[src/design/cppo_defines.svh]
// Register offsets, field positions, reset values and codes for the override block
`ifndef CPPO_DEFINES_SVH
`define CPPO_DEFINES_SVH

`define CPPO_ADDR_W         8
`define CPPO_OFF_CTRL       8'h00
`define CPPO_OFF_STAT       8'h04
`define CPPO_OFF_INT        8'h08
`define CPPO_OFF_INT_EN     8'h0C

`define CPPO_CTRL_DCDC_OFF  0
`define CPPO_CTRL_BSW_OFF   1
`define CPPO_CTRL_JEITA     2
`define CPPO_CTRL_CHG_EN    3
`define CPPO_CTRL_MODE_LSB  4
`define CPPO_CTRL_MODE_MSB  7
`define CPPO_CTRL_RST       8'h08
`define CPPO_CTRL_W         8

`define CPPO_MODE_REV_BUCK  4'hA

`define CPPO_INT_W          3
`define CPPO_INT_SUSP       0
`define CPPO_INT_RESUME     1
`define CPPO_INT_REMOVED    2
`define CPPO_INT_EN_RST     3'h0

`define CPPO_DTL_OFF        4'h8
`define CPPO_DTL_CHARGING   4'h1
`define CPPO_DTL_SUSP       4'h5
`define CPPO_DTL_NO_BATT    4'h6

`define CPPO_SYNC_STAGES    2

`endif

[src/design/cppo_pkg.sv]
// Types shared by the override block
package cppo_pkg;
  typedef enum logic [1:0] {
    CHG_OFF,
    CHG_RUN,
    CHG_SUSP,
    CHG_NOBAT
  } cppo_state_type;
endpackage

[src/design/cppo_sync.sv]
// Two-flop synchroniser for the override pins
module cppo_sync #(
  parameter int W = 3
) (
  input  wire logic         clk,
  input  wire logic         rst_n,
  input  wire logic [W-1:0] d,
  output logic      [W-1:0] q
);
  logic [W-1:0] meta_r;

  // First stage feeds only the second stage
  always_ff @(posedge clk or negedge rst_n) begin
    if (!rst_n) begin
      meta_r <= '0;
      q      <= '0;
    end else begin
      meta_r <= d;
      q      <= meta_r;
    end
  end
endmodule

[src/design/cppo_core.sv]
// Power-path override, thermal suspension and APB register file
`include "cppo_defines.svh"

// Operation
// - DC-DC off when pin or bit set
// - Otherwise DC-DC follows power-path state machine
// - Switch-off pin or bit disables switch, charging
// - Overrides OR pin and bit; reverse-buck wins
// - DC-DC-off alone: switch on, DC-DC off
// - Both switch-off and DC-DC-off: both off
// - Out-of-range temperature stops charging
// - Suspension resets timers, reports, raises event
// - Back in range: resume, restart timer
// - Temperature-dependent charging only when enabled
// - Sense tied high means battery removed
// - Sense grounded disables monitoring and JEITA
// - Sense grounded: auto-charge with valid adapter
// - Cell count 2 or 3 latched once
// - Bad programming inputs: regulate, no charging
module cppo_core (
  input  wire logic                    clk,
  input  wire logic                    rst_n,
  input  wire logic                    psel,
  input  wire logic                    penable,
  input  wire logic                    pwrite,
  input  wire logic [`CPPO_ADDR_W-1:0] paddr,
  input  wire logic [31:0]             pwdata,
  output logic      [31:0]             prdata,
  output logic                         pready,
  output logic                         pslverr,
  input  wire logic                    dcdc_off_pin,
  input  wire logic                    batt_switch_off_pin,
  input  wire logic                    reverse_buck_pin,
  input  wire logic                    pps_batt_switch_en,
  input  wire logic                    pps_dcdc_en,
  input  wire logic                    temp_cold,
  input  wire logic                    temp_hot,
  input  wire logic                    temp_sense_at_rail,
  input  wire logic                    temp_sense_grounded,
  input  wire logic                    adapter_valid,
  input  wire logic                    cell_count_input,
  input  wire logic                    prog_inputs_ok,
  output logic                         battery_switch,
  output logic                         dcdc_en,
  output logic                         charge_en,
  output logic                         charge_timer_rst,
  output logic                         jeita_active,
  output logic                         cells_3s,
  output cppo_pkg::cppo_state_type     charge_state,
  output logic                         irq
);
  import cppo_pkg::*;

  logic [2:0]               pin_s;
  logic                     rb_ovr;
  logic                     bo_ovr;
  logic                     do_ovr;
  logic [`CPPO_CTRL_W-1:0]  ctrl_r;
  logic [`CPPO_INT_W-1:0]   int_stat_r;
  logic [`CPPO_INT_W-1:0]   int_stat_nxt;
  logic [`CPPO_INT_W-1:0]   int_en_r;
  logic [`CPPO_INT_W-1:0]   int_evt;
  logic [3:0]               detail_r;
  logic                     battery_switch_r;
  logic                     dcdc_en_r;
  logic                     charge_en_r;
  logic                     timer_rst_r;
  logic                     jeita_active_r;
  logic                     cells_3s_r;
  logic                     cfg_taken_r;
  logic [31:0]              prdata_r;
  cppo_state_type           state_r;
  cppo_state_type           state_nxt;
  logic                     therm_fault;
  logic                     removed;
  logic                     charge_allow;
  logic                     jeita_ok;
  logic                     wr_en;
  logic                     rd_setup;

  function automatic logic addr_hit(input logic [`CPPO_ADDR_W-1:0] a);
    addr_hit = (a == `CPPO_OFF_CTRL) || (a == `CPPO_OFF_STAT) ||
               (a == `CPPO_OFF_INT)  || (a == `CPPO_OFF_INT_EN);
  endfunction

  function automatic logic [3:0] detail_of(input cppo_state_type s);
    case (s)
      CHG_RUN:   detail_of = `CPPO_DTL_CHARGING;
      CHG_SUSP:  detail_of = `CPPO_DTL_SUSP;
      CHG_NOBAT: detail_of = `CPPO_DTL_NO_BATT;
      default:   detail_of = `CPPO_DTL_OFF;
    endcase
  endfunction

  // Pins come from another supply domain and may glitch against the bits
  cppo_sync #(
    .W (3)
  ) u_pin_sync (
    .clk   (clk),
    .rst_n (rst_n),
    .d     ({reverse_buck_pin, batt_switch_off_pin, dcdc_off_pin}),
    .q     (pin_s)
  );

  assign rb_ovr = pin_s[2] |
                  (ctrl_r[`CPPO_CTRL_MODE_MSB:`CPPO_CTRL_MODE_LSB] == `CPPO_MODE_REV_BUCK);
  assign bo_ovr = pin_s[1] | ctrl_r[`CPPO_CTRL_BSW_OFF];
  assign do_ovr = pin_s[0] | ctrl_r[`CPPO_CTRL_DCDC_OFF];

  // Switch and converter steering
  always_ff @(posedge clk or negedge rst_n) begin
    if (!rst_n) begin
      battery_switch_r <= 1'b0;
      dcdc_en_r        <= 1'b0;
    end else if (rb_ovr) begin
      battery_switch_r <= 1'b1;
      dcdc_en_r        <= pps_dcdc_en;
    end else begin
      case ({bo_ovr, do_ovr})
        2'b00: begin
          battery_switch_r <= pps_batt_switch_en;
          dcdc_en_r        <= pps_dcdc_en;
        end
        2'b01: begin
          battery_switch_r <= 1'b1;
          dcdc_en_r        <= 1'b0;
        end
        2'b10: begin
          battery_switch_r <= 1'b0;
          dcdc_en_r        <= pps_dcdc_en;
        end
        default: begin
          battery_switch_r <= 1'b0;
          dcdc_en_r        <= 1'b0;
        end
      endcase
    end
  end

  // Cell count strap caught once, on the first edge after reset release
  always_ff @(posedge clk or negedge rst_n) begin
    if (!rst_n) begin
      cfg_taken_r <= 1'b0;
      cells_3s_r  <= 1'b0;
    end else if (!cfg_taken_r) begin
      cfg_taken_r <= 1'b1;
      cells_3s_r  <= cell_count_input;
    end
  end

  // A grounded sense pin masks the comparators entirely
  assign therm_fault  = !temp_sense_grounded && (temp_cold || temp_hot);
  assign removed      = temp_sense_at_rail && !temp_sense_grounded;
  assign charge_allow = adapter_valid && ctrl_r[`CPPO_CTRL_CHG_EN] && prog_inputs_ok &&
                        !bo_ovr && !do_ovr && !rb_ovr;
  assign jeita_ok     = ctrl_r[`CPPO_CTRL_JEITA] && !temp_sense_grounded;

  always_comb begin
    state_nxt = state_r;
    case (state_r)
      CHG_OFF: begin
        if (removed) begin
          state_nxt = CHG_NOBAT;
        end else if (charge_allow) begin
          state_nxt = therm_fault ? CHG_SUSP : CHG_RUN;
        end
      end
      CHG_RUN: begin
        if (removed) begin
          state_nxt = CHG_NOBAT;
        end else if (!charge_allow) begin
          state_nxt = CHG_OFF;
        end else if (therm_fault) begin
          state_nxt = CHG_SUSP;
        end
      end
      CHG_SUSP: begin
        if (removed) begin
          state_nxt = CHG_NOBAT;
        end else if (!charge_allow) begin
          state_nxt = CHG_OFF;
        end else if (!therm_fault) begin
          state_nxt = CHG_RUN;
        end
      end
      CHG_NOBAT: begin
        if (!removed) begin
          state_nxt = CHG_OFF;
        end
      end
      default: state_nxt = CHG_OFF;
    endcase
  end

  always_ff @(posedge clk or negedge rst_n) begin
    if (!rst_n) begin
      state_r        <= CHG_OFF;
      charge_en_r    <= 1'b0;
      timer_rst_r    <= 1'b0;
      detail_r       <= `CPPO_DTL_OFF;
      jeita_active_r <= 1'b0;
    end else begin
      state_r        <= state_nxt;
      charge_en_r    <= (state_nxt == CHG_RUN);
      // Timers clear on suspension and again on every fresh start
      timer_rst_r    <= (state_nxt == CHG_SUSP && state_r != CHG_SUSP) ||
                        (state_nxt == CHG_RUN && state_r != CHG_RUN);
      detail_r       <= detail_of(state_nxt);
      jeita_active_r <= jeita_ok;
    end
  end

  // Events and sticky status; a new event beats a same-cycle clear
  assign int_evt[`CPPO_INT_SUSP]    = (state_nxt == CHG_SUSP) && (state_r != CHG_SUSP);
  assign int_evt[`CPPO_INT_RESUME]  = (state_r == CHG_SUSP) && (state_nxt == CHG_RUN);
  assign int_evt[`CPPO_INT_REMOVED] = (state_nxt == CHG_NOBAT) && (state_r != CHG_NOBAT);

  assign wr_en    = psel && penable && pwrite;
  assign rd_setup = psel && !penable && !pwrite;

  always_comb begin
    int_stat_nxt = int_stat_r;
    if (wr_en && paddr == `CPPO_OFF_INT) begin
      int_stat_nxt = int_stat_r & ~pwdata[`CPPO_INT_W-1:0];
    end
    int_stat_nxt = int_stat_nxt | int_evt;
  end

  always_ff @(posedge clk or negedge rst_n) begin
    if (!rst_n) begin
      int_stat_r <= '0;
    end else begin
      int_stat_r <= int_stat_nxt;
    end
  end

  always_ff @(posedge clk or negedge rst_n) begin
    if (!rst_n) begin
      ctrl_r   <= `CPPO_CTRL_RST;
      int_en_r <= `CPPO_INT_EN_RST;
    end else if (wr_en) begin
      if (paddr == `CPPO_OFF_CTRL) begin
        ctrl_r <= pwdata[`CPPO_CTRL_W-1:0];
      end
      if (paddr == `CPPO_OFF_INT_EN) begin
        int_en_r <= pwdata[`CPPO_INT_W-1:0];
      end
    end
  end

  // Read data captured in the setup cycle so prdata comes from a flop
  always_ff @(posedge clk or negedge rst_n) begin
    if (!rst_n) begin
      prdata_r <= 32'h00000000;
    end else if (rd_setup) begin
      case (paddr)
        `CPPO_OFF_CTRL:   prdata_r <= {24'h000000, ctrl_r};
        `CPPO_OFF_STAT:   prdata_r <= {21'h000000, !prog_inputs_ok, therm_fault,
                                       jeita_active_r, cells_3s_r, dcdc_en_r,
                                       battery_switch_r, charge_en_r, detail_r};
        `CPPO_OFF_INT:    prdata_r <= {29'h00000000, int_stat_r};
        `CPPO_OFF_INT_EN: prdata_r <= {29'h00000000, int_en_r};
        default:          prdata_r <= 32'h00000000;
      endcase
    end
  end

  assign prdata           = prdata_r;
  assign pready           = psel && penable;
  assign pslverr          = psel && penable && !addr_hit(paddr);
  assign battery_switch   = battery_switch_r;
  assign dcdc_en          = dcdc_en_r;
  assign charge_en        = charge_en_r;
  assign charge_timer_rst = timer_rst_r;
  assign jeita_active     = jeita_active_r;
  assign cells_3s         = cells_3s_r;
  assign charge_state     = state_r;
  assign irq              = |(int_stat_r & int_en_r);
endmodule

[config.mk]
export PLATFORM = sky130hd
export DESIGN_NAME = cppo_core
export DESIGN_NICKNAME = d
export VERILOG_FILES = /design/src/design/cppo_pkg.sv /design/src/design/cppo_sync.sv /design/src/design/cppo_core.sv
export VERILOG_INCLUDE_DIRS = /design/src /design/src/design
export SDC_FILE = /design/constraint.sdc
export NUM_CORES = 1
export LEC_CHECK = 0
export BUFFER_PORTS_ARGS = -buffer_cell sky130_fd_sc_hd__buf_2
export CORE_MARGIN = 5
export CORE_UTILIZATION = 45
export CTS_CLUSTER_SIZE = 30
export DETAILED_ROUTE_END_ITERATION = 16
export GPL_TIMING_DRIVEN = 0
export PLACE_DENSITY = 0.86
export SLEW_MARGIN = 20
export SYNTH_ARGS = -nofsm -noshare
export SYNTH_HDL_FRONTEND = slang
export SYNTH_HIERARCHICAL = 1
export SYNTH_SLANG_ARGS = --single-unit
[constraint.sdc]
create_clock -name clk -period 4.5 [get_ports clk]
set_input_delay 0.225 -clock clk [delete_from_list [all_inputs] [get_ports clk]]
set_output_delay 0.225 -clock clk [all_outputs]
set_load 0.01 [all_outputs]
==> metrics.txt <==
cell count after placement 299; average via count per standard cell 4.90; remaining antenna violation count after routing 0; worst rel slew slack 39.1%; Max FO, Critical Path 4; Setup CP Type register to register; Max Slew Vio Count 0; Hold Buf Count CTS 0; max cap viols 0; register-to-register setup slack 2.47 ns; Crit-path slowest cell nor4bb_1; number of setup buffers added after CTS 0; hpwl dp 3.47 mm; status finished, final reports clean; largest net degree at the start of global routing 44; Final #Nets 316; Register-to-Register Path Depth 6; Req. time, crit path 4.70 ns; post-synth top area share 49.1%; mux share of post-synthesis cell area 13.5%; period utilisation layout 45.0%; synthesized area per cell 12.0 sq um; sequential area share after synthesis 51.6%; Synth async-reset ratio 100%; initial antenna violation count 0; Max Root-Sink Buffers 2; Setup violations, final 0; CTS resizes 0; Post-synth EDFFs 0; CTS buffer count 5; setup_tns 0 ns; CP max stage delay 0.49 ns; Seq cells post-synth 43; WL final 4.46 mm; first-pass iteration count of the detailed router 4; Worst Hold End u_pin_sync/meta_r[1]$_DFF_PN0_; non-filler instance count after layout 307; die area 6100 sq um; Top Ports 100; minimum clock period 2.03 ns; Setup crit end kind register; largest family of logic cells by synthesized area multiplexers; Post-synth top flop dfrtp_1; post-synthesis cell count 174; largest cells by area after synthesis dfrtp_1 (49%), buf_4 (7.9%), mux2_4 (5.8%), mux4_2 (3.2%), ha_1 (3.0%); WL/cell 14.5 um; initial DRC count 118; Compound-Gate Fraction of Synth Area 8.45%; Clk pin slew, worst setup/hold paths 0.08 ns; Simple-Gate Fraction of Synth Area 12.5%; Adder-Cell Fraction of Synth Area 3.00%; DR vias 1503; unrepaired setup endpoints after global routing false; Critical Path, Cell by Cell nor4bb_1 -> and4b_1 -> a21oi_1 -> ha_1 -> inv_1 -> o21ai_0; Post-Syn Area 2090 sq um; # port buffers 53; starting density of the core 47.3%; n_diodes 0; Skew-Pair Late Insertion Delay 0.30 ns; Layout area overhead 25.8%; FMAX 0.494 GHz; CTS tree built; actual slew at the worst max-slew pin 0.914 ns; crit start category register; largest area contributor in the netlist dfrtp_1; IR drop worst, VDD 0.172 mV; Rows 24; total track usage 14.9%; GP Congestion 0.821; most frequent cells in the layout buf_2 (54), dfrtp_1 (41), buf_4 (22), conb_1 (22), nand2_1 (16); vias in the first global route 1527; Hold Path Class input port to register; commonest non-fill, non-tap cell in the layout buf_2; CP arrival 2.23 ns; Sink Count 43; Syn. warnings 6; Overflow after GRT 0; htree depth 2; share of layout cells above drive strength 1 41.6%; Worst Hold Launch batt_switch_off_pin; core area 4410 sq um; clock root buffer clkbuf_8; RR Endpoint int_stat_r[1]$_DFF_PN0_; DRC viols 0; Die Y-Extent 78.1 um; clock skew 0.00593 ns; WHS Path Cells 1; Leakage 1.38 nW; first-pass GRT wire length 7.29 mm; Fin. Hold Viols 0; power density over cell area 325 nW/um^2; Synth cell types 42; chip width 78.1 um; XOR/XNOR share of the synthesized area 0%; Reg-to-Reg Start ctrl_r[4]$_DFFE_PN0P_
[flip-flops by register name, summed over array words and instances, names as in the netlist]
name               flops
prdata                11
ctrl_r                 8
detail_r               3
int_en_r               3
int_stat_r             3
u_pin_sync/meta_r      3
u_pin_sync/q           3
charge_state           2
battery_switch         1
cells_3s               1
cfg_taken_r            1
charge_en              1
charge_timer_rst       1
dcdc_en                1
jeita_active           1
[metal layers]
metal  vias to the layer above  global-route usage (%)  part of all wire, %
met5                         -                       0                    0
li1                        736                       -                    -
met4                         0                    5.07                  1.4
met1                       709                    19.2                   41
met2                        52                    24.0                   50
met3                         6                    4.58                  7.5
[worst max-delay path: cells and delay by family (launching register included)]
kind | cells | cell delay (ns)
simple gates | 2 | 0.77
fa+ha+maj | 1 | 0.23
flops | 1 | 0.41
compound gates | 2 | 0.47
buf+inv | 1 | 0.06
[cells in the mapped netlist, drive strengths merged (2+ instances only)]
master   n
o21ai    3
or4      2
nor2b    2
dfstp    2
mux4     3
or3      2
nand2b   2
dfrtp   41
buf     24
mux2i    5
o31ai    8
o41ai    3
nor2     4
inv      4
nor3     4
conb     2
ha       5
nand4b   3
a21oi    3
mux2    12
nand2   16
a22o     3
or2      2
clkbuf   6
[kinds of logic (layout without fill, tap and decap cells)]
kind of cell / after synthesis / count (layout)
DFF: 43 / 43
and+or+nand+nor: 46 / 46
muxes: 20 / 20
other: 2 / 22
adders and majority gates: 5 / 5
AOI/OAI and AO/OA: 24 / 24
buffers and inverters: 34 / 95
[layout make-up]
type	count	area [sq um]
fillers	366	1790
flip-flops and latches	43	1080
multi-input cells	117	866
repair buffers	53	265
plain buffers	30	204
clock buffers	6	72.6
well taps	52	65.1
clock inverters	2	60.1
inverters	4	15.0
[power by group]
group	total (mW)	internal (mW)	switching [mW]	leakage [nW]
clock	0.349	0.222	0.128	0.0654
sequential	0.409	0.400	0.00884	0.549
combinational	0.0945	0.0445	0.0500	0.767
[worst max path at each step]
stage / slack, ns / endpoint / cells past startpoint / from
floorplan: 2.56 / ctrl_r[0]$_DFFE_PN0P_ / 5 / paddr[1]
global placement: 2.39 / ctrl_r[0]$_DFFE_PN0P_ / 6 / paddr[1]
detailed placement: 2.38 / ctrl_r[1]$_DFFE_PN0P_ / 6 / paddr[1]
CTS: 2.47 / int_stat_r[1]$_DFF_PN0_ / 6 / ctrl_r[4]$_DFFE_PN0P_
global route: 2.33 / int_stat_r[1]$_DFF_PN0_ / 6 / charge_state[1]$_DFF_PN0_
finish: 2.47 / int_stat_r[1]$_DFF_PN0_ / 6 / ctrl_r[4]$_DFFE_PN0P_
[metrics by stage]
| stage | power (mW) | setup WS [ns] | util (%) | hold slack, ns | instance area, sq um |
|---|---|---|---|---|---|
| after global placement | 0.507 | 2.39 | 56.5 | 0.335 | 2490 |
| final | 0.852 | 2.47 | 59.5 | 0.0247 | 2630 |
| after global routing | 0.886 | 2.33 | 59.5 | 0.0185 | 2630 |
| after CTS | 0.863 | 2.47 | 59.5 | 0.0151 | 2630 |
| after floorplan | 0.470 | 2.56 | - | -0.0706 | 2160 |
| after detailed placement | 0.510 | 2.38 | 56.5 | 0.336 | 2490 |
(Power assumes the default switching activity.)
